--- config.mk ---
export PLATFORM = sky130hd
export DESIGN_NAME = smtb_time_base
export DESIGN_NICKNAME = d
export VERILOG_FILES = /design/src/rtl/smtb_prescaler.v /design/src/rtl/smtb_time_base.v
export VERILOG_INCLUDE_DIRS = /design/src /design/src/common
export SDC_FILE = /design/constraint.sdc
export NUM_CORES = 1
export LEC_CHECK = 0
export BUFFER_PORTS_ARGS = -buffer_cell sky130_fd_sc_hd__clkbuf_2
export CAP_MARGIN = 20
export CORE_UTILIZATION = 55
export DETAILED_ROUTE_END_ITERATION = 8
export PLACE_DENSITY = 0.85
export SETUP_SLACK_MARGIN = 0.02
export SKIP_LAST_GASP = 1
export SLEW_MARGIN = 30
export SYNTH_ARGS = -nofsm -noshare
export SYNTH_HDL_FRONTEND = slang
export SYNTH_SLANG_ARGS = --single-unit
--- constraint.sdc ---
create_clock -name CLOCK -period 5.1 [get_ports CLOCK]
set_clock_uncertainty 0.1 [all_clocks]
set_input_delay 0.51 -clock CLOCK [delete_from_list [all_inputs] [get_ports CLOCK]]
set_output_delay 0.51 -clock CLOCK [all_outputs]
set_load 0.05 [all_outputs]
--- src/common/smtb_defines.vh ---
`ifndef SMTB_DEFINES_VH
`define SMTB_DEFINES_VH

// register byte offsets on the register bus
`define SMTB_OFF_CTRL 8'h00
`define SMTB_OFF_CLKDIV 8'h04
`define SMTB_OFF_PERIOD 8'h08
`define SMTB_OFF_COUNT 8'h0C
`define SMTB_OFF_IRQ_STAT 8'h10
`define SMTB_OFF_IRQ_EN 8'h14
`define SMTB_OFF_IRQ_CLR 8'h18
`define SMTB_OFF_ENABLE 8'h1C

// control register field positions
`define SMTB_CTRL_EVT_STAT 12
`define SMTB_CTRL_EVT_IEN 11
`define SMTB_CTRL_IMM_UPD 10
`define SMTB_CTRL_POL 9
`define SMTB_CTRL_SOEN 8
`define SMTB_CTRL_EXT_SYNC 7
`define SMTB_CTRL_SRC_HI 6
`define SMTB_CTRL_SRC_LO 4
`define SMTB_CTRL_PS_HI 3
`define SMTB_CTRL_PS_LO 0
`define SMTB_CTRL_WMASK 16'h0FFF

// reset values
`define SMTB_CTRL_RST 12'h000 // writable control bits only
`define SMTB_CLKDIV_RST 3'h0
`define SMTB_PERIOD_RST 16'hFFFF

// prescaler and sync source codes
`define SMTB_DIV_RESERVED 3'h7
`define SMTB_SRC_ONE 3'h0
`define SMTB_SRC_TWO 3'h1

// interrupt status bit positions
`define SMTB_IRQ_PERIOD 0
`define SMTB_IRQ_SYNC 1
`define SMTB_IRQ_EVENT 2

// sync output pulse length in clock cycles
`define SMTB_SYNC_PULSE_CYC 1

`endif

--- src/rtl/smtb_prescaler.v ---
`timescale 1ns/1ns
`include "smtb_defines.vh"

// divides the input clock into one-cycle ticks every 2**code clocks
module smtb_prescaler #(
    parameter WIDTH = 6
) (
    input wire clk,
    input wire rst_n,
    input wire run,
    input wire [2:0] code,
    output wire tick
);
    reg [WIDTH-1:0] div_q;
    reg [WIDTH-1:0] div_d;
    wire [WIDTH-1:0] limit;

    // limit is 2**code - 1; reserved code is held stopped
    assign limit = (code == `SMTB_DIV_RESERVED) ? {WIDTH{1'b0}} :
                   (({{(WIDTH-1){1'b0}}, 1'b1} << code) - {{(WIDTH-1){1'b0}}, 1'b1});
    assign tick = run && (code != `SMTB_DIV_RESERVED) && (div_q >= limit);

    // free divider counter, cleared when stopped
    always @* begin
        if (!run || tick) begin
            div_d = {WIDTH{1'b0}};
        end else begin
            div_d = div_q + {{(WIDTH-1){1'b0}}, 1'b1};
        end
    end

    // divider register
    always @(posedge clk or negedge rst_n) begin
        if (!rst_n) begin
            div_q <= {WIDTH{1'b0}};
        end else begin
            div_q <= div_d;
        end
    end
endmodule // smtb_prescaler

--- src/rtl/smtb_time_base.v ---
// The implementer's own choices: the register addresses and the AXI4-Lite interface to the registers.
`timescale 1ns/1ns
`include "smtb_defines.vh"

// Overview of operation
// - immediate update, or a disabled counter, writes period at once; otherwise it loads at the period boundary.
// - polarity bit set makes sync input and output active-low, else active-high.
// - sync output enable gates the sync output; cleared means output idles inactive.
// - three-bit prescaler divides by two to the code; code 111 reserved, default code 000 (divide by 1).
// - full sixteen-bit period sets the counter terminal count.
// - clock divider bits 15-3 ignore writes and read as zero.
module smtb_time_base (
    input wire CLOCK,
    input wire RESET_N,
    input wire [7:0] S_AXI_AWADDR,
    input wire S_AXI_AWVALID,
    output wire S_AXI_AWREADY,
    input wire [31:0] S_AXI_WDATA,
    input wire [3:0] S_AXI_WSTRB,
    input wire S_AXI_WVALID,
    output wire S_AXI_WREADY,
    output wire [1:0] S_AXI_BRESP,
    output wire S_AXI_BVALID,
    input wire S_AXI_BREADY,
    input wire [7:0] S_AXI_ARADDR,
    input wire S_AXI_ARVALID,
    output wire S_AXI_ARREADY,
    output wire [31:0] S_AXI_RDATA,
    output wire [1:0] S_AXI_RRESP,
    output wire S_AXI_RVALID,
    input wire S_AXI_RREADY,
    input wire SYNC_INPUT_ONE,
    input wire SYNC_INPUT_TWO,
    output wire SYNC_OUT,
    output wire SPECIAL_EVENT,
    output wire IRQ
);
    reg rst_meta_q;
    reg rst_sync_q;
    wire rst_n;
    reg [11:0] ctrl_q;
    reg evt_stat_q;
    reg [2:0] clkdiv_q;
    reg [15:0] period_q;
    reg [15:0] period_buf_q;
    reg [15:0] count_q;
    reg [2:0] irq_stat_q;
    reg [2:0] irq_en_q;
    reg enable_q;
    reg sync_prev_q;
    reg sync_out_q;
    reg [3:0] post_q;
    reg event_q;
    reg aw_hold_q;
    reg w_hold_q;
    reg [7:0] awaddr_q;
    reg [31:0] wdata_q;
    reg [3:0] wstrb_q;
    reg bvalid_q;
    reg [1:0] bresp_q;
    reg rvalid_q;
    reg [31:0] rdata_q;
    reg [1:0] rresp_q;
    wire tick;
    wire wr_fire;
    wire rd_fire;
    wire sync_sel;
    wire sync_level;
    wire sync_edge;
    wire boundary;
    wire post_done;
    wire [15:0] wr_lo;
    wire [2:0] irq_evt;
    wire [2:0] irq_clr;
    wire [15:0] ctrl_wr;

    // merge byte lanes of the low half-word into an old value
    function [15:0] lane_merge;
        input [15:0] old;
        input [31:0] data;
        input [3:0] strb;
        begin
            lane_merge = old;
            if (strb[0]) begin
                lane_merge[7:0] = data[7:0];
            end
            if (strb[1]) begin
                lane_merge[15:8] = data[15:8];
            end
        end
    endfunction

    // reset release through two flip-flops
    always @(posedge CLOCK or negedge RESET_N) begin
        if (!RESET_N) begin
            rst_meta_q <= 1'b0;
            rst_sync_q <= 1'b0;
        end else begin
            rst_meta_q <= 1'b1;
            rst_sync_q <= rst_meta_q;
        end
    end
    assign rst_n = rst_sync_q;

    // write channel: address and data may arrive in either order
    assign S_AXI_AWREADY = !aw_hold_q && !bvalid_q;
    assign S_AXI_WREADY = !w_hold_q && !bvalid_q;
    assign wr_fire = aw_hold_q && w_hold_q && !bvalid_q;
    assign wr_lo = wdata_q[15:0];
    assign S_AXI_BVALID = bvalid_q;
    assign S_AXI_BRESP = bresp_q;

    always @(posedge CLOCK or negedge rst_n) begin
        if (!rst_n) begin
            aw_hold_q <= 1'b0;
            w_hold_q <= 1'b0;
            awaddr_q <= 8'h00;
            wdata_q <= 32'h00000000;
            wstrb_q <= 4'h0;
            bvalid_q <= 1'b0;
            bresp_q <= 2'h0;
        end else begin
            if (S_AXI_AWVALID && S_AXI_AWREADY) begin
                aw_hold_q <= 1'b1;
                awaddr_q <= S_AXI_AWADDR;
            end
            if (S_AXI_WVALID && S_AXI_WREADY) begin
                w_hold_q <= 1'b1;
                wdata_q <= S_AXI_WDATA;
                wstrb_q <= S_AXI_WSTRB;
            end
            if (wr_fire) begin
                aw_hold_q <= 1'b0;
                w_hold_q <= 1'b0;
                bvalid_q <= 1'b1;
                case (awaddr_q[7:2])
                    6'h00, 6'h01, 6'h02, 6'h05, 6'h06, 6'h07: bresp_q <= 2'h0;
                    default: bresp_q <= 2'h2; // unmapped or read-only: slave error
                endcase
            end else if (bvalid_q && S_AXI_BREADY) begin
                bvalid_q <= 1'b0;
            end
        end
    end

    // control write image; the status bit above the writable field stays out
    assign ctrl_wr = lane_merge({4'h0, ctrl_q}, wdata_q, wstrb_q) & `SMTB_CTRL_WMASK;

    // register writes
    always @(posedge CLOCK or negedge rst_n) begin
        if (!rst_n) begin
            ctrl_q <= `SMTB_CTRL_RST;
            clkdiv_q <= `SMTB_CLKDIV_RST;
            period_buf_q <= `SMTB_PERIOD_RST;
            irq_en_q <= 3'h0;
            enable_q <= 1'b0;
        end else if (wr_fire) begin
            case (awaddr_q)
                `SMTB_OFF_CTRL: ctrl_q <= ctrl_wr[11:0];
                `SMTB_OFF_CLKDIV: if (wstrb_q[0]) clkdiv_q <= wr_lo[2:0];
                `SMTB_OFF_PERIOD: period_buf_q <= lane_merge(period_buf_q, wdata_q, wstrb_q);
                `SMTB_OFF_IRQ_EN: if (wstrb_q[0]) irq_en_q <= wr_lo[2:0];
                `SMTB_OFF_ENABLE: if (wstrb_q[0]) enable_q <= wr_lo[0];
                default: enable_q <= enable_q;
            endcase
        end
    end

    // read channel, one cycle after address
    assign S_AXI_ARREADY = !rvalid_q;
    assign rd_fire = S_AXI_ARVALID && S_AXI_ARREADY;
    assign S_AXI_RVALID = rvalid_q;
    assign S_AXI_RDATA = rdata_q;
    assign S_AXI_RRESP = rresp_q;

    always @(posedge CLOCK or negedge rst_n) begin
        if (!rst_n) begin
            rvalid_q <= 1'b0;
            rdata_q <= 32'h00000000;
            rresp_q <= 2'h0;
        end else if (rd_fire) begin
            rvalid_q <= 1'b1;
            rresp_q <= 2'h0;
            case (S_AXI_ARADDR)
                `SMTB_OFF_CTRL: rdata_q <= {19'h00000, evt_stat_q, ctrl_q};
                `SMTB_OFF_CLKDIV: rdata_q <= {29'h00000000, clkdiv_q};
                `SMTB_OFF_PERIOD: rdata_q <= {16'h0000, period_buf_q};
                `SMTB_OFF_COUNT: rdata_q <= {16'h0000, count_q};
                `SMTB_OFF_IRQ_STAT: rdata_q <= {29'h00000000, irq_stat_q};
                `SMTB_OFF_IRQ_EN: rdata_q <= {29'h00000000, irq_en_q};
                `SMTB_OFF_IRQ_CLR: rdata_q <= 32'h00000000;
                `SMTB_OFF_ENABLE: rdata_q <= {31'h00000000, enable_q};
                default: begin
                    rdata_q <= 32'h00000000;
                    rresp_q <= 2'h2;
                end
            endcase
        end else if (rvalid_q && S_AXI_RREADY) begin
            rvalid_q <= 1'b0;
        end
    end

    // prescaler; code is expected stable while enabled
    smtb_prescaler #(
        .WIDTH(6)
    ) u_prescaler (
        .clk(CLOCK),
        .rst_n(rst_n),
        .run(enable_q),
        .code(clkdiv_q),
        .tick(tick)
    );

    // sync input select, polarity and edge detect
    assign sync_sel = (ctrl_q[`SMTB_CTRL_SRC_HI:`SMTB_CTRL_SRC_LO] == `SMTB_SRC_ONE) ?
        SYNC_INPUT_ONE : (ctrl_q[`SMTB_CTRL_SRC_HI:`SMTB_CTRL_SRC_LO] == `SMTB_SRC_TWO) ?
        SYNC_INPUT_TWO : ctrl_q[`SMTB_CTRL_POL]; // reserved codes never active
    assign sync_level = sync_sel ^ ctrl_q[`SMTB_CTRL_POL];
    assign sync_edge = ctrl_q[`SMTB_CTRL_EXT_SYNC] && sync_level && !sync_prev_q;

    always @(posedge CLOCK or negedge rst_n) begin
        if (!rst_n) begin
            sync_prev_q <= 1'b0;
        end else begin
            sync_prev_q <= sync_level;
        end
    end

    // counter with terminal count from the active period
    assign boundary = tick && (count_q >= period_q);

    always @(posedge CLOCK or negedge rst_n) begin
        if (!rst_n) begin
            count_q <= 16'h0000;
            period_q <= `SMTB_PERIOD_RST;
        end else begin
            if (!enable_q || sync_edge) begin
                count_q <= 16'h0000;
            end else if (boundary) begin
                count_q <= 16'h0000;
            end else if (tick) begin
                count_q <= count_q + 16'h0001;
            end
            if (ctrl_q[`SMTB_CTRL_IMM_UPD] || boundary || !enable_q) begin
                period_q <= period_buf_q;
            end
        end
    end

    // sync output pulse at each boundary, polarity applied, gated by enable
    always @(posedge CLOCK or negedge rst_n) begin
        if (!rst_n) begin
            sync_out_q <= 1'b0;
        end else begin
            sync_out_q <= boundary && ctrl_q[`SMTB_CTRL_SOEN];
        end
    end
    assign SYNC_OUT = sync_out_q ^ ctrl_q[`SMTB_CTRL_POL];

    // special event postscaler: one event every ps+1 boundaries
    assign post_done = boundary && (post_q == ctrl_q[`SMTB_CTRL_PS_HI:`SMTB_CTRL_PS_LO]);

    always @(posedge CLOCK or negedge rst_n) begin
        if (!rst_n) begin
            post_q <= 4'h0;
            event_q <= 1'b0;
        end else begin
            event_q <= post_done;
            if (!enable_q || post_done) begin
                post_q <= 4'h0;
            end else if (boundary) begin
                post_q <= post_q + 4'h1;
            end
        end
    end
    assign SPECIAL_EVENT = event_q;

    // special event status: hardware set wins over software clear
    always @(posedge CLOCK or negedge rst_n) begin
        if (!rst_n) begin
            evt_stat_q <= 1'b0;
        end else if (post_done && ctrl_q[`SMTB_CTRL_EVT_IEN]) begin
            evt_stat_q <= 1'b1;
        end else if (wr_fire && awaddr_q == `SMTB_OFF_IRQ_CLR && wstrb_q[0] &&
                     wr_lo[`SMTB_IRQ_EVENT]) begin
            evt_stat_q <= 1'b0;
        end
    end

    // sticky interrupt status, write-one-to-clear, set wins
    assign irq_evt = {post_done, sync_edge, boundary};
    assign irq_clr = (wr_fire && awaddr_q == `SMTB_OFF_IRQ_CLR && wstrb_q[0]) ?
        wr_lo[2:0] : 3'h0;

    always @(posedge CLOCK or negedge rst_n) begin
        if (!rst_n) begin
            irq_stat_q <= 3'h0;
        end else begin
            irq_stat_q <= irq_evt | (irq_stat_q & ~irq_clr);
        end
    end
    assign IRQ = |(irq_stat_q & irq_en_q);
endmodule // smtb_time_base

==> run summary, run 1 <==
Outcome: completed
Seq/Total Area, Yosys: 0.494
I/O Pins: 105
Drt via density: 6.10
GRT Overall Usage: 0.270
Static Leak: 3.66 nW
Ant diodes: 0
Syn Inst Count: 596
Peak supply drop: 0.513 mV
Largest buffer count on any clock path: 2
Largest net degree at the start of global routing: 72
RD Place Congestion: 0.889
Worst flop-to-flop path startpoint: clkdiv_q[1]$_DFFE_PN0P_
Worst-margin pin slew: 0.872 ns
Fin util: 0.653
Final Max Tran Viols: 0
Max Cap Viol: 0
Layout cells sized above 1: 0.351
Crit path capture type: flip-flop
DIE HEIGHT: 114 µm
Unrepaired setup endpoints after global routing: false
Core Box Area: 12100 µm²
Std-Cell Rows: 40
Die Area: 13000 µm²
CP Class: reg -> reg
Worst Path Arrival: 4.05 ns
Synth cell types: 59
Post-Syn Area: 6880 µm²
Initial core utilization: 0.568
Global-route wire length before repair: 26.3 mm
Hold Vio Cnt, Final: 0
Via count: 5182
Vias in the first global route: 5214
Hold WC Path Type: reg -> async
Antenna Violating Nets Remaining: 0
Seq cells post-synth: 134
Critical path data required time: 5.34 ns
Routed wire per std cell: 20.4 µm
# setup viols final: 0
Clk pin slew, worst setup/hold paths: 0.06 ns
Total gr overflow: 0
Post-Route WL: 17.3 mm
Pre-Repair DR Iteration Count: 6
Clk sinks: 134
CTS Root Cell: clkbuf_16
Post-synth EDFFs: 0
Final Critical Period: 3.81 ns
Final period utilization: 0.747
IO buf count: 68
Die width: 114 µm
Number of fill cells: 830
Rel. slew slack: 0.417
Residual DRC: 0
Initial antenna violation count: 0
FF+latch area: 3400 µm²
Async S/R FF share, synth: 1.00
Critical path fanouts, max: 16
CTS tree: built
Ys flop type: dfrtp_1
YS warnings: 0
Nets: 755
Reg2reg end: period_q[8]$_DFFE_PN1P_
Critical Path Start Type: flip-flop
Reg2Reg Setup Slack: 1.29 ns
Detailed placement HPWL: 10.6 mm
DRT iter0 DRCs: 515
Max Clk Rate: 263 MHz
Worst-Skew Late Latency: 0.42 ns
Setup crit start: clkdiv_q[1]$_DFFE_PN0P_
Multi-input logic area: 3220 µm²
Setup TNS: 0 ns
R2R cell count: 14
CTS Buf Count: 17
H-tree Lvls: 4
Pwr/cell area: 649 nW/µm²
Mapped Avg Cell Area: 11.5 µm²
Syn-to-layout area delta: 15.1%
power breakdown:
group          switching (mW)  leakage (nW)  internal [mW]
Sequential              0.240          1.65           1.33
Clock                   0.468         0.283          0.710
Combinational            1.51          1.72          0.879
flip-flops by register name (all words and copies together), names as in the netlist, 4 cells and up:
signal,cells
post_q,4
period_q,16
u_prescaler.div_q,6
count_q,16
period_buf_q,16
awaddr_q,8
S_AXI_RDATA,16
wdata_q,16
ctrl_q,12
per-stage QoR:
stage | area (µm²) | instances | total power [mW] | hold WS (ns) | setup slack [ns]
floorplan | 6940 | 613 | 3.40 | 0.114 | 1.05
global placement | 7290 | 815 | 3.71 | 0.195 | 1.61
detailed placement | 7290 | 815 | 3.81 | 0.199 | 1.45
CTS | 7880 | 848 | 5.02 | 0.172 | 1.42
global route | 7910 | 849 | 5.38 | 0.138 | 1.00
finish | 7910 | 849 | 5.14 | 0.107 | 1.29
worst max-delay path, cell delays in order (launching register included):
cell and delay, ns:
dfrtp_1 0.51, nor2_1 0.24, nand2_1 0.11, ha_1 0.25, nor2_1 0.13, nand2_1 0.07, a21oi_1 0.15, a21oi_1 0.06
ha_1 0.29, o211ai_1 0.08, o211ai_1 0.20, and2_1 0.54, o31ai_4 0.26, nand3b_4 0.36, mux2_2 0.38
cells by family (layout without fill, tap and decap cells):
kind of cell             count (synthesis)  in the layout  synth area share
adder cells (fa/ha/maj)                 26             26            0.0473
multiplexers                            97             97             0.168
AND/OR/NAND/NOR                        153            153             0.113
XOR/XNOR                                13             13            0.0166
flip-flops                             134            134             0.494
AO/OA/AOI/OAI                          104            104             0.112
other                                    2             19           0.00109
buffers and inverters                   67            135            0.0486
worst max-delay path by stage:
stage | to | slack, ns
after floorplan | SPECIAL_EVENT$_DFF_PN0_ | 1.05
after global placement | period_q[8]$_DFFE_PN1P_ | 1.61
after detailed placement | period_q[11]$_DFFE_PN1P_ | 1.45
after CTS | period_q[7]$_DFFE_PN1P_ | 1.42
after global routing | period_q[11]$_DFFE_PN1P_ | 1.00
final | period_q[8]$_DFFE_PN1P_ | 1.29
routing by layer:
metal  GRT usage  up-vias  wire length (µm)
met5           0        -                 0
met4       0.167        0               858
met3      0.0494       74              1250
met2       0.462      286              8580
met1       0.315     2554              6600
li1            -     2268                 -
final cells by class:
class / count / area share
Sequential cell: 134 / 0.429
Multi-Input combinational cell: 412 / 0.407
Clock buffer: 21 / 0.0595
Timing Repair Buffer: 73 / 0.0506
Tap cell: 168 / 0.0266
Inverter: 30 / 0.0142
Clock inverter: 11 / 0.0128
cell usage after synthesis (3+ instances only):
cell | number | area (µm²)
a211oi_1 | 4 | 30.0
a21oi_1 | 19 | 95.1
a22o_1 | 12 | 105
a22oi_1 | 10 | 75.1
and2_1 | 4 | 25.0
and3_1 | 9 | 56.3
buf_2 | 3 | 15.0
buf_4 | 19 | 143
clkbuf_1 | 13 | 48.8
dfrtp_1 | 102 | 2550
dfstp_2 | 32 | 841
ha_1 | 26 | 325
inv_1 | 30 | 113
mux2_2 | 76 | 856
mux2_4 | 10 | 150
mux2i_1 | 8 | 80.1
mux4_2 | 3 | 67.6
nand2_1 | 48 | 180
nand3_1 | 19 | 95.1
nand4_1 | 3 | 18.8
nor2_1 | 32 | 120
nor2b_1 | 8 | 50.1
nor3_1 | 7 | 35.0
nor3b_1 | 3 | 22.5
o211ai_1 | 4 | 30.0
o21a_1 | 4 | 30.0
o21ai_0 | 16 | 80.1
o22ai_1 | 3 | 18.8
o31ai_1 | 16 | 120
or3_1 | 4 | 25.0
xnor2_1 | 4 | 35.0
xor2_1 | 9 | 78.8
repair_timing:
action	in CTS	in global routing
hold endpoints to repair	2	0
resized for setup	0	0
buffers inserted	0	0
hold buffers	1	0
cells in the final DEF, fill, tap and decap left out, types with 4 or more instances in the layout:
| master | synthesis | final |
|---|---|---|
| o211ai_1 | 4 | 4 |
| mux2_4 | 10 | 10 |
| mux2i_1 | 8 | 8 |
| conb_1 | 2 | 19 |
| o31ai_1 | 16 | 16 |
| nand2_1 | 48 | 47 |
| ha_1 | 26 | 26 |
| and3_1 | 9 | 9 |
| o21a_1 | 4 | 4 |
| a211oi_1 | 4 | 4 |
| nor3_1 | 7 | 7 |
| xnor2_1 | 4 | 4 |
| a22oi_1 | 10 | 10 |
| a21oi_1 | 19 | 19 |
| nand3_1 | 19 | 19 |
| and2_1 | 4 | 4 |
| nor2_1 | 32 | 32 |
| a22o_1 | 12 | 12 |
| clkbuf_16 | 0 | 17 |
| dfrtp_1 | 102 | 101 |
| dfstp_2 | 32 | 32 |
| or3_1 | 4 | 4 |
| xor2_1 | 9 | 9 |
| o21ai_0 | 16 | 16 |
| nor2b_1 | 8 | 8 |
| clkbuf_2 | 0 | 68 |
| clkinv_4 | 0 | 4 |
| inv_1 | 30 | 30 |
| mux2_2 | 76 | 76 |
| clkinv_2 | 0 | 4 |
Power figures use the tool's default switching activity.
==> run 2, diff against run 1 <==
--- a/config.mk
+++ b/config.mk
@@ -8,9 +8,9 @@
 export LEC_CHECK = 0
 export BUFFER_PORTS_ARGS = -buffer_cell sky130_fd_sc_hd__clkbuf_2
 export CAP_MARGIN = 20
-export CORE_UTILIZATION = 55
+export CORE_UTILIZATION = 52
 export DETAILED_ROUTE_END_ITERATION = 8
-export PLACE_DENSITY = 0.85
+export PLACE_DENSITY = 0.84
 export SETUP_SLACK_MARGIN = 0.02
 export SKIP_LAST_GASP = 1
 export SLEW_MARGIN = 30
==> constraint.sdc (replaced) <==
create_clock -name CLOCK -period 3.36 [get_ports CLOCK]
set_clock_uncertainty 0.1 [all_clocks]
set_input_delay 0.336 -clock CLOCK [delete_from_list [all_inputs] [get_ports CLOCK]]
set_output_delay 0.336 -clock CLOCK [all_outputs]
set_load 0.05 [all_outputs]
==> run 2 against run 1 <==
Critical endpoint is now count_q[5]$_DFFE_PN0P_. Die area is 5.7% higher. Clock-buffer cell count down 4. Critical path type unchanged. Sequential power is 50% higher. Core utilization down 2.8 points. The flow now finishes with violations (negative hold slack). Total power up 55%. Non-clock buffer count is 7 higher. Largest power group unchanged. Highest routed layer unchanged.
==> run summary, run 2 (same netlist as run 1, synthesis figures left out) <==
Outcome: complete, but fails checks (was completed)
Failing checks: negative hold slack
Met1 global-route usage: 0.338 (was 0.315)
Final Critical Period: 3.14 ns (was 3.81 ns)
Most frequent cells in the layout: dfrtp_1 (101), mux2_2 (76), clkbuf_2 (68), nand2_1 (48) (was dfrtp_1 (101), mux2_2 (76), clkbuf_2 (68), nand2_1 (47))
Initial core utilization: 0.538 (was 0.568)
Most used routing layer: met2 (unchanged)
Slowest CP cell: or3_1 (was and2_1)
RD Place Congestion: 0.826 (was 0.889)
Hold depth: 2
Residual DRC: 0 (unchanged)
Critical Path Start Type: flip-flop (unchanged)
Rel. slew slack: 0.463 (was 0.417)
Die width: 117 µm (was 114 µm)
Peak supply drop: 0.930 mV (was 0.513 mV)
IO buf count: 68 (unchanged)
Detailed placement HPWL: 11.0 mm (was 10.6 mm)
Worst-Skew Late Latency: 0.43 ns (was 0.42 ns)
Commonest non-fill, non-tap cell in the layout: dfrtp_1 (unchanged)
Total gr overflow: 0 (unchanged)
Unrepaired setup endpoints after global routing: false (unchanged)
Largest buffer count on any clock path: 2 (unchanged)
Via count: 5220 (was 5182)
Hold WC Path Type: in -> reg (was reg -> async)
CP Class: reg -> reg (unchanged)
Nets: 762 (was 755)
Critical path data required time: 3.57 ns (was 5.34 ns)
Final Power: 7.99 mW (was 5.14 mW)
CTS Buf Count: 17 (unchanged)
Design area: 7980 µm² (was 7910 µm²)
Crit path capture type: flip-flop (unchanged)
Critical path fanouts, max: 11 (was 16)
Worst Path Arrival: 3.35 ns (was 4.05 ns)
CTS tree: built (unchanged)
Reg2reg end: count_q[5]$_DFFE_PN0P_ (was period_q[8]$_DFFE_PN1P_)
Hold Vio Cnt, Final: 1 (was 0)
Max Clk Rate: 318 MHz (was 263 MHz)
R2R cell count: 8 (was 14)
Initial antenna violation count: 0 (unchanged)
Slowest stage delay, CP: 0.57 ns (was 0.54 ns)
Grt met2 use: 0.443 (was 0.462)
Vias in the first global route: 5265 (was 5214)
DIE HEIGHT: 117 µm (was 114 µm)
Pre-Repair DR Iteration Count: 7 (was 6)
Layout cells sized above 1: 0.359 (was 0.351)
Clk pin slew, worst setup/hold paths: 0.06 ns (about the same)
Syn-to-layout area delta: 16.1% (was 15.1%)
Critical path cell sequence: inv_1 -> ha_1 -> nand4_1 -> or3_4 -> o22ai_1 -> or3_1 -> o31ai_1 -> a22o_1 (was nor2_1 -> nand2_1 -> ha_1 -> nor2_1 -> nand2_1 -> a21oi_1 -> a21oi_1 -> ha_1 -> o211ai_1 -> o211ai_1 -> and2_1 -> o31ai_4 -> nand3b_4 -> mux2_2)
CTS Root Cell: clkbuf_16 (unchanged)
Met3 Usage GRT: 0.0484 (was 0.0494)
GRT Overall Usage: 0.268 (was 0.270)
Routed wire per std cell: 19.9 µm (was 20.4 µm)
Std-Cell Rows: 41 (was 40)
Worst-margin pin slew: 0.803 ns (was 0.872 ns)
Reg2Reg Setup Slack: 0.22 ns (was 1.29 ns)
Final period utilization: 0.935 (was 0.747)
Max Cap Viol: 0 (unchanged)
Worst hold endpoint: S_AXI_RVALID$_DFFE_PN0P_
Core Box Area: 12800 µm² (was 12100 µm²)
Antenna Violating Nets Remaining: 0 (unchanged)
Worst flop-to-flop path startpoint: period_q[13]$_DFFE_PN1P_ (was clkdiv_q[1]$_DFFE_PN0P_)
Pwr/cell area: 1000 nW/µm² (was 649 nW/µm²)
Die Area: 13700 µm² (was 13000 µm²)
Setup TNS: 0 ns (unchanged)
DRT iter0 DRCs: 572 (was 515)
Global-route wire length before repair: 27.5 mm (was 26.3 mm)
Post-Route WL: 17.1 mm (was 17.3 mm)
Final Max Tran Viols: 0 (unchanged)
Drt via density: 6.07 (was 6.10)
I/O Pins: 105 (unchanged)
Fin Hold WS: -0.0000566 ns (was 0.107 ns)
Ant diodes: 0 (unchanged)
# setup viols final: 0 (unchanged)
DP Area: 7370 µm² (was 7290 µm²)
Clk sinks: 134 (unchanged)
Hold_sp: S_AXI_RREADY
Setup bufs post-CTS: 0 (unchanged)
Largest net degree at the start of global routing: 108 (was 72)
Static Leak: 3.70 nW (was 3.66 nW)
H-tree Lvls: 4 (unchanged)
==> run 2: changes by cell type in the layout (fill, tap and decap cells not counted), sizes merged <==
cell	previous run	this run
clkbuf	89	85
inv	31	38
clkinv	8	4
bufinv	1	2
buf	4	11
==> run 2: repair_timing <==
item,in CTS,in global routing
gates resized for setup,0,1
endpoints found under the setup margin,0,1
hold endpoints to repair,2,0
hold buffers,1,0
==> run 2: report_power, final <==
| group | internal [mW] | leakage, nW | switching (mW) |
|---|---|---|---|
| sequential | 2.01 | 1.65 | 0.346 |
| combinational | 1.44 | 1.76 | 2.30 |
| clock | 1.11 | 0.293 | 0.773 |
| total | 4.57 | 3.70 | 3.42 |
==> run 2: critical path, delay by kind of cell, from the launching register on <==
| family | cells | cell delay (ns) |
|---|---|---|
| adder cells (fa/ha/maj) | 1 | 0.30 |
| AND/OR/NAND/NOR | 3 | 1.21 |
| AO/OA/AOI/OAI | 3 | 0.82 |
| buffers and inverters | 1 | 0.05 |
| flip-flops | 1 | 0.55 |
==> run 2: cell type report <==
type / instances / area (µm²)
Clock buffer: 17 / 425
Clock inverter: 15 / 166
Fill cell: 922 / 4790
Inverter: 30 / 113
Multi-Input combinational cell: 412 / 3220
Sequential cell: 134 / 3400
Tap cell: 172 / 215
Timing Repair Buffer: 80 / 445
==> run 2: metrics by stage <==
| stage | instances | utilization | setup WS (ns) | hold WS, ns |
|---|---|---|---|---|
| floorplan | 613 | - | 0.304 | -0.0596 |
| global placement | 827 | 0.577 | 0.376 | 0.0230 |
| detailed placement | 827 | 0.577 | 0.282 | 0.0297 |
| CTS | 860 | 0.624 | 0.225 | 0.00233 |
| global route | 860 | 0.625 | 0.0707 | 0.0160 |
| finish | 860 | 0.625 | 0.220 | -0.0000566 |
==> run 2: worst max path at each step <==
stage / cells past startpoint / end / start
4_1_cts: 15 / count_q[7]$_DFFE_PN0P_ / clkdiv_q[1]$_DFFE_PN0P_
5_1_grt: 15 / count_q[15]$_DFFE_PN0P_ / clkdiv_q[1]$_DFFE_PN0P_
3_3_place_gp: 15 / count_q[15]$_DFFE_PN0P_ / clkdiv_q[1]$_DFFE_PN0P_
3_5_place_dp: 14 / period_q[10]$_DFFE_PN1P_ / clkdiv_q[1]$_DFFE_PN0P_
2_1_floorplan: 14 / period_q[0]$_DFFE_PN1P_ / clkdiv_q[1]$_DFFE_PN0P_
6_report: 8 / count_q[5]$_DFFE_PN0P_ / period_q[13]$_DFFE_PN1P_
==> run 2: metal layers <==
| layer | share of wire | wire length, µm |
|---|---|---|
| met1 | 0.39 | 6770 |
| met2 | 0.50 | 8520 |
| met3 | 0.068 | 1160 |
| met4 | 0.041 | 696 |
| met5 | 0 | 0 |
==> run 3, diff against run 2 <==
--- a/config.mk
+++ b/config.mk
@@ -11,6 +11,7 @@
 export CORE_UTILIZATION = 52
 export DETAILED_ROUTE_END_ITERATION = 8
 export PLACE_DENSITY = 0.84
+export REMOVE_ABC_BUFFERS = 1
 export SETUP_SLACK_MARGIN = 0.02
 export SKIP_LAST_GASP = 1
 export SLEW_MARGIN = 30
==> run 3 against run 2 <==
Sequential share of layout area down 0.33 points. Die area did not move. Register-to-register slack worse by 0.04 ns. Wire length decreased by 1.1%. The flow now finishes without violations. Critical endpoint is now count_q[15]$_DFFE_PN0P_. Critical path type unchanged. Global-route usage fell by 0.22 points.
==> run summary, run 3 (same netlist as run 1, synthesis figures left out) <==
Outcome: completed (was complete, but fails checks)
GRT Overall Usage: 0.266 (was 0.268)
Post-Route WL: 16.9 mm (was 17.1 mm)
Final period utilization: 0.947 (was 0.935)
Final Max Tran Viols: 0 (unchanged)
Critical path fanouts, max: 9 (was 11)
Delay-heaviest family, CP: simple AND/OR/NAND/NOR gates (unchanged)
Core Box Area: 12800 µm² (unchanged)
Hold depth: 2 (unchanged)
Layout cells sized above 1: 0.356 (was 0.359)
Most frequent cells in the layout: dfrtp_1 (101), mux2_2 (76), clkbuf_2 (68), nand2_1 (48) (unchanged)
Static Leak: 3.71 nW (was 3.70 nW)
Seq pwr share: 0.277 (was 0.295)
CP bufs+invs: 1 (unchanged)
Largest buffer count on any clock path: 2 (unchanged)
Worst-Skew Late Latency: 0.41 ns (was 0.43 ns)
I/O Pins: 105 (unchanged)
Die width: 117 µm (unchanged)
Hold WC Path Type: in -> reg (unchanged)
Max Clk Rate: 314 MHz (was 318 MHz)
Ant diodes: 0 (unchanged)
Clk sinks: 134 (unchanged)
Final Power: 8.51 mW (was 7.99 mW)
Int Power: 5.04 mW (was 4.57 mW)
CP Class: reg -> reg (unchanged)
Total gr overflow: 0 (unchanged)
Std-Cell Rows: 41 (unchanged)
Residual DRC: 0 (unchanged)
Worst-margin pin slew: 1.02 ns (was 0.803 ns)
Peak supply drop: 1.11 mV (was 0.930 mV)
Slowest CP cell: dfrtp_1 (was or3_1)
CTS tree: built (unchanged)
Commonest non-fill, non-tap cell in the layout: dfrtp_1 (unchanged)
DRT iter0 DRCs: 516 (was 572)
Critical path data required time: 3.59 ns (was 3.57 ns)
IO buf count: 68 (unchanged)
Global-route wire length before repair: 26.9 mm (was 27.5 mm)
Antenna Violating Nets Remaining: 0 (unchanged)
Worst hold endpoint: S_AXI_BVALID$_DFFE_PN0P_ (was S_AXI_RVALID$_DFFE_PN0P_)
H-tree Lvls: 4 (unchanged)
Rel. slew slack: 0.315 (was 0.463)
Logic pwr share: 0.493 (was 0.469)
Initial antenna violation count: 0 (unchanged)
Design area: 8050 µm² (was 7980 µm²)
Syn-to-layout area delta: 17.0% (was 16.1%)
Final Critical Period: 3.18 ns (was 3.14 ns)
CTS Root Cell: clkbuf_16 (unchanged)
Slowest stage delay, CP: 0.38 ns (was 0.57 ns)
Vias in the first global route: 5240 (was 5265)
Clock Power Share: 0.230 (was 0.236)
Critical path cell sequence: nor2_1 -> nand2_1 -> ha_1 -> nor2_1 -> nand2_1 -> a21oi_1 -> a21oi_1 -> ha_1 -> o211ai_1 -> o211ai_1 -> and2_2 -> buf_4 -> nor2_1 -> or3_1 -> a21oi_1 (was inv_1 -> ha_1 -> nand4_1 -> or3_4 -> o22ai_1 -> or3_1 -> o31ai_1 -> a22o_1)
Clk pin slew, worst setup/hold paths: 0.06 ns (about the same)
DIE HEIGHT: 117 µm (unchanged)
Fin util: 0.630 (was 0.625)
# setup viols final: 0 (unchanged)
Initial core utilization: 0.538 (unchanged)
Hold Vio Cnt, Final: 0 (was 1)
Pwr/cell area: 1060 nW/µm² (was 1000 nW/µm²)
Routed wire per std cell: 19.7 µm (was 19.9 µm)
Worst Path Arrival: 3.42 ns (was 3.35 ns)
RD Place Congestion: 0.865 (was 0.826)
Pre-Repair DR Iteration Count: 5 (was 7)
DP Area: 7400 µm² (was 7370 µm²)
Critical Path Start Type: flip-flop (unchanged)
Sw Pwr: 3.47 mW (was 3.42 mW)
Largest net degree at the start of global routing: 71 (was 108)
Reg2Reg Setup Slack: 0.18 ns (was 0.22 ns)
R2R cell count: 15 (was 8)
Hold_sp: S_AXI_BREADY (was S_AXI_RREADY)
Max Cap Viol: 0 (unchanged)
CTS Buf Count: 17 (unchanged)
Drt via density: 5.98 (was 6.07)
Nets: 763 (was 762)
Crit path capture type: flip-flop (unchanged)
Sw Share: 0.408 (was 0.428)
Unrepaired setup endpoints after global routing: false (unchanged)
Worst flop-to-flop path startpoint: clkdiv_q[1]$_DFFE_PN0P_ (was period_q[13]$_DFFE_PN1P_)
Detailed placement HPWL: 11.1 mm (was 11.0 mm)
Reg2reg end: count_q[15]$_DFFE_PN0P_ (was count_q[5]$_DFFE_PN0P_)
Via count: 5146 (was 5220)
Die Area: 13700 µm² (unchanged)
[run 3: routing by layer]
layer	up-vias	part of all wire	routed length, µm	GRT usage
li1	2275	-	-	-
met1	2575	0.39	6590	0.303
met2	230	0.51	8720	0.459
met3	66	0.054	907	0.0649
met4	0	0.043	735	0.153
met5	-	0	0	0
[run 3: worst reg2reg max path, stage by stage, from the launching register on]
cell and delay [ns]:
dfrtp_1 0.38, nor2_1 0.19, nand2_1 0.09, ha_1 0.26, nor2_1 0.11, nand2_1 0.06
a21oi_1 0.14, a21oi_1 0.08, ha_1 0.31, o211ai_1 0.09, o211ai_1 0.21, and2_2 0.24
buf_4 0.20, nor2_1 0.13, or3_1 0.37, a21oi_1 0.14
[run 3: how the worst max path moves through the flow]
stage                                 start                       to  slack (ns)  cells after the start
finish              clkdiv_q[1]$_DFFE_PN0P_  count_q[15]$_DFFE_PN0P_        0.18                     15
global route        clkdiv_q[1]$_DFFE_PN0P_    post_q[3]$_DFFE_PN0P_        0.03                     14
CTS                 clkdiv_q[1]$_DFFE_PN0P_  count_q[15]$_DFFE_PN0P_        0.12                     15
detailed placement  clkdiv_q[1]$_DFFE_PN0P_    post_q[3]$_DFFE_PN0P_        0.26                     14
global placement    clkdiv_q[1]$_DFFE_PN0P_  count_q[15]$_DFFE_PN0P_        0.38                     15
floorplan                   rst_n$_DFF_PN0_  SPECIAL_EVENT$_DFF_PN0_       -0.69                      0
[run 3: cell type report]
| type | instances | area, µm² |
|---|---|---|
| multi-input combinational | 412 | 3220 |
| clock inverter | 12 | 178 |
| sequential | 134 | 3400 |
| tap | 172 | 215 |
| clock buffer | 20 | 447 |
| timing repair buffer | 81 | 480 |
| fill | 933 | 4730 |
| inverter | 30 | 113 |
[run 3: per-stage QoR]
step	instances	hold slack (ns)	TNS (ns)	setup slack [ns]
floorplan	576	-0.0596	-69.39	-0.694
global placement	827	0.0214	0	0.383
detailed placement	827	0.0247	0	0.259
CTS	861	0.0167	0	0.116
global route	861	0.0135	0	0.0306
finish	861	0.0197	0	0.177
[run 3: repair_timing]
| item | in CTS | in global routing |
|---|---|---|
| endpoints found under the setup margin | 0 | 10 |
| hold buffers | 2 | 0 |
| setup buffers | 0 | 0 |
| resized for setup | 0 | 1 |
| endpoints found under the hold margin | 3 | 0 |
[run 3: power by group through the flow]
stage | Sequential [mW] | Clock (mW) | Combinational (mW)
final | 2.36 | 1.96 | 4.20
after global routing | 2.40 | 2.05 | 4.41
after CTS | 2.35 | 1.96 | 4.12
after detailed placement | 2.36 | 0 | 4.07
after global placement | 2.33 | 0 | 3.92
after floorplan | 2.33 | 0 | 2.61
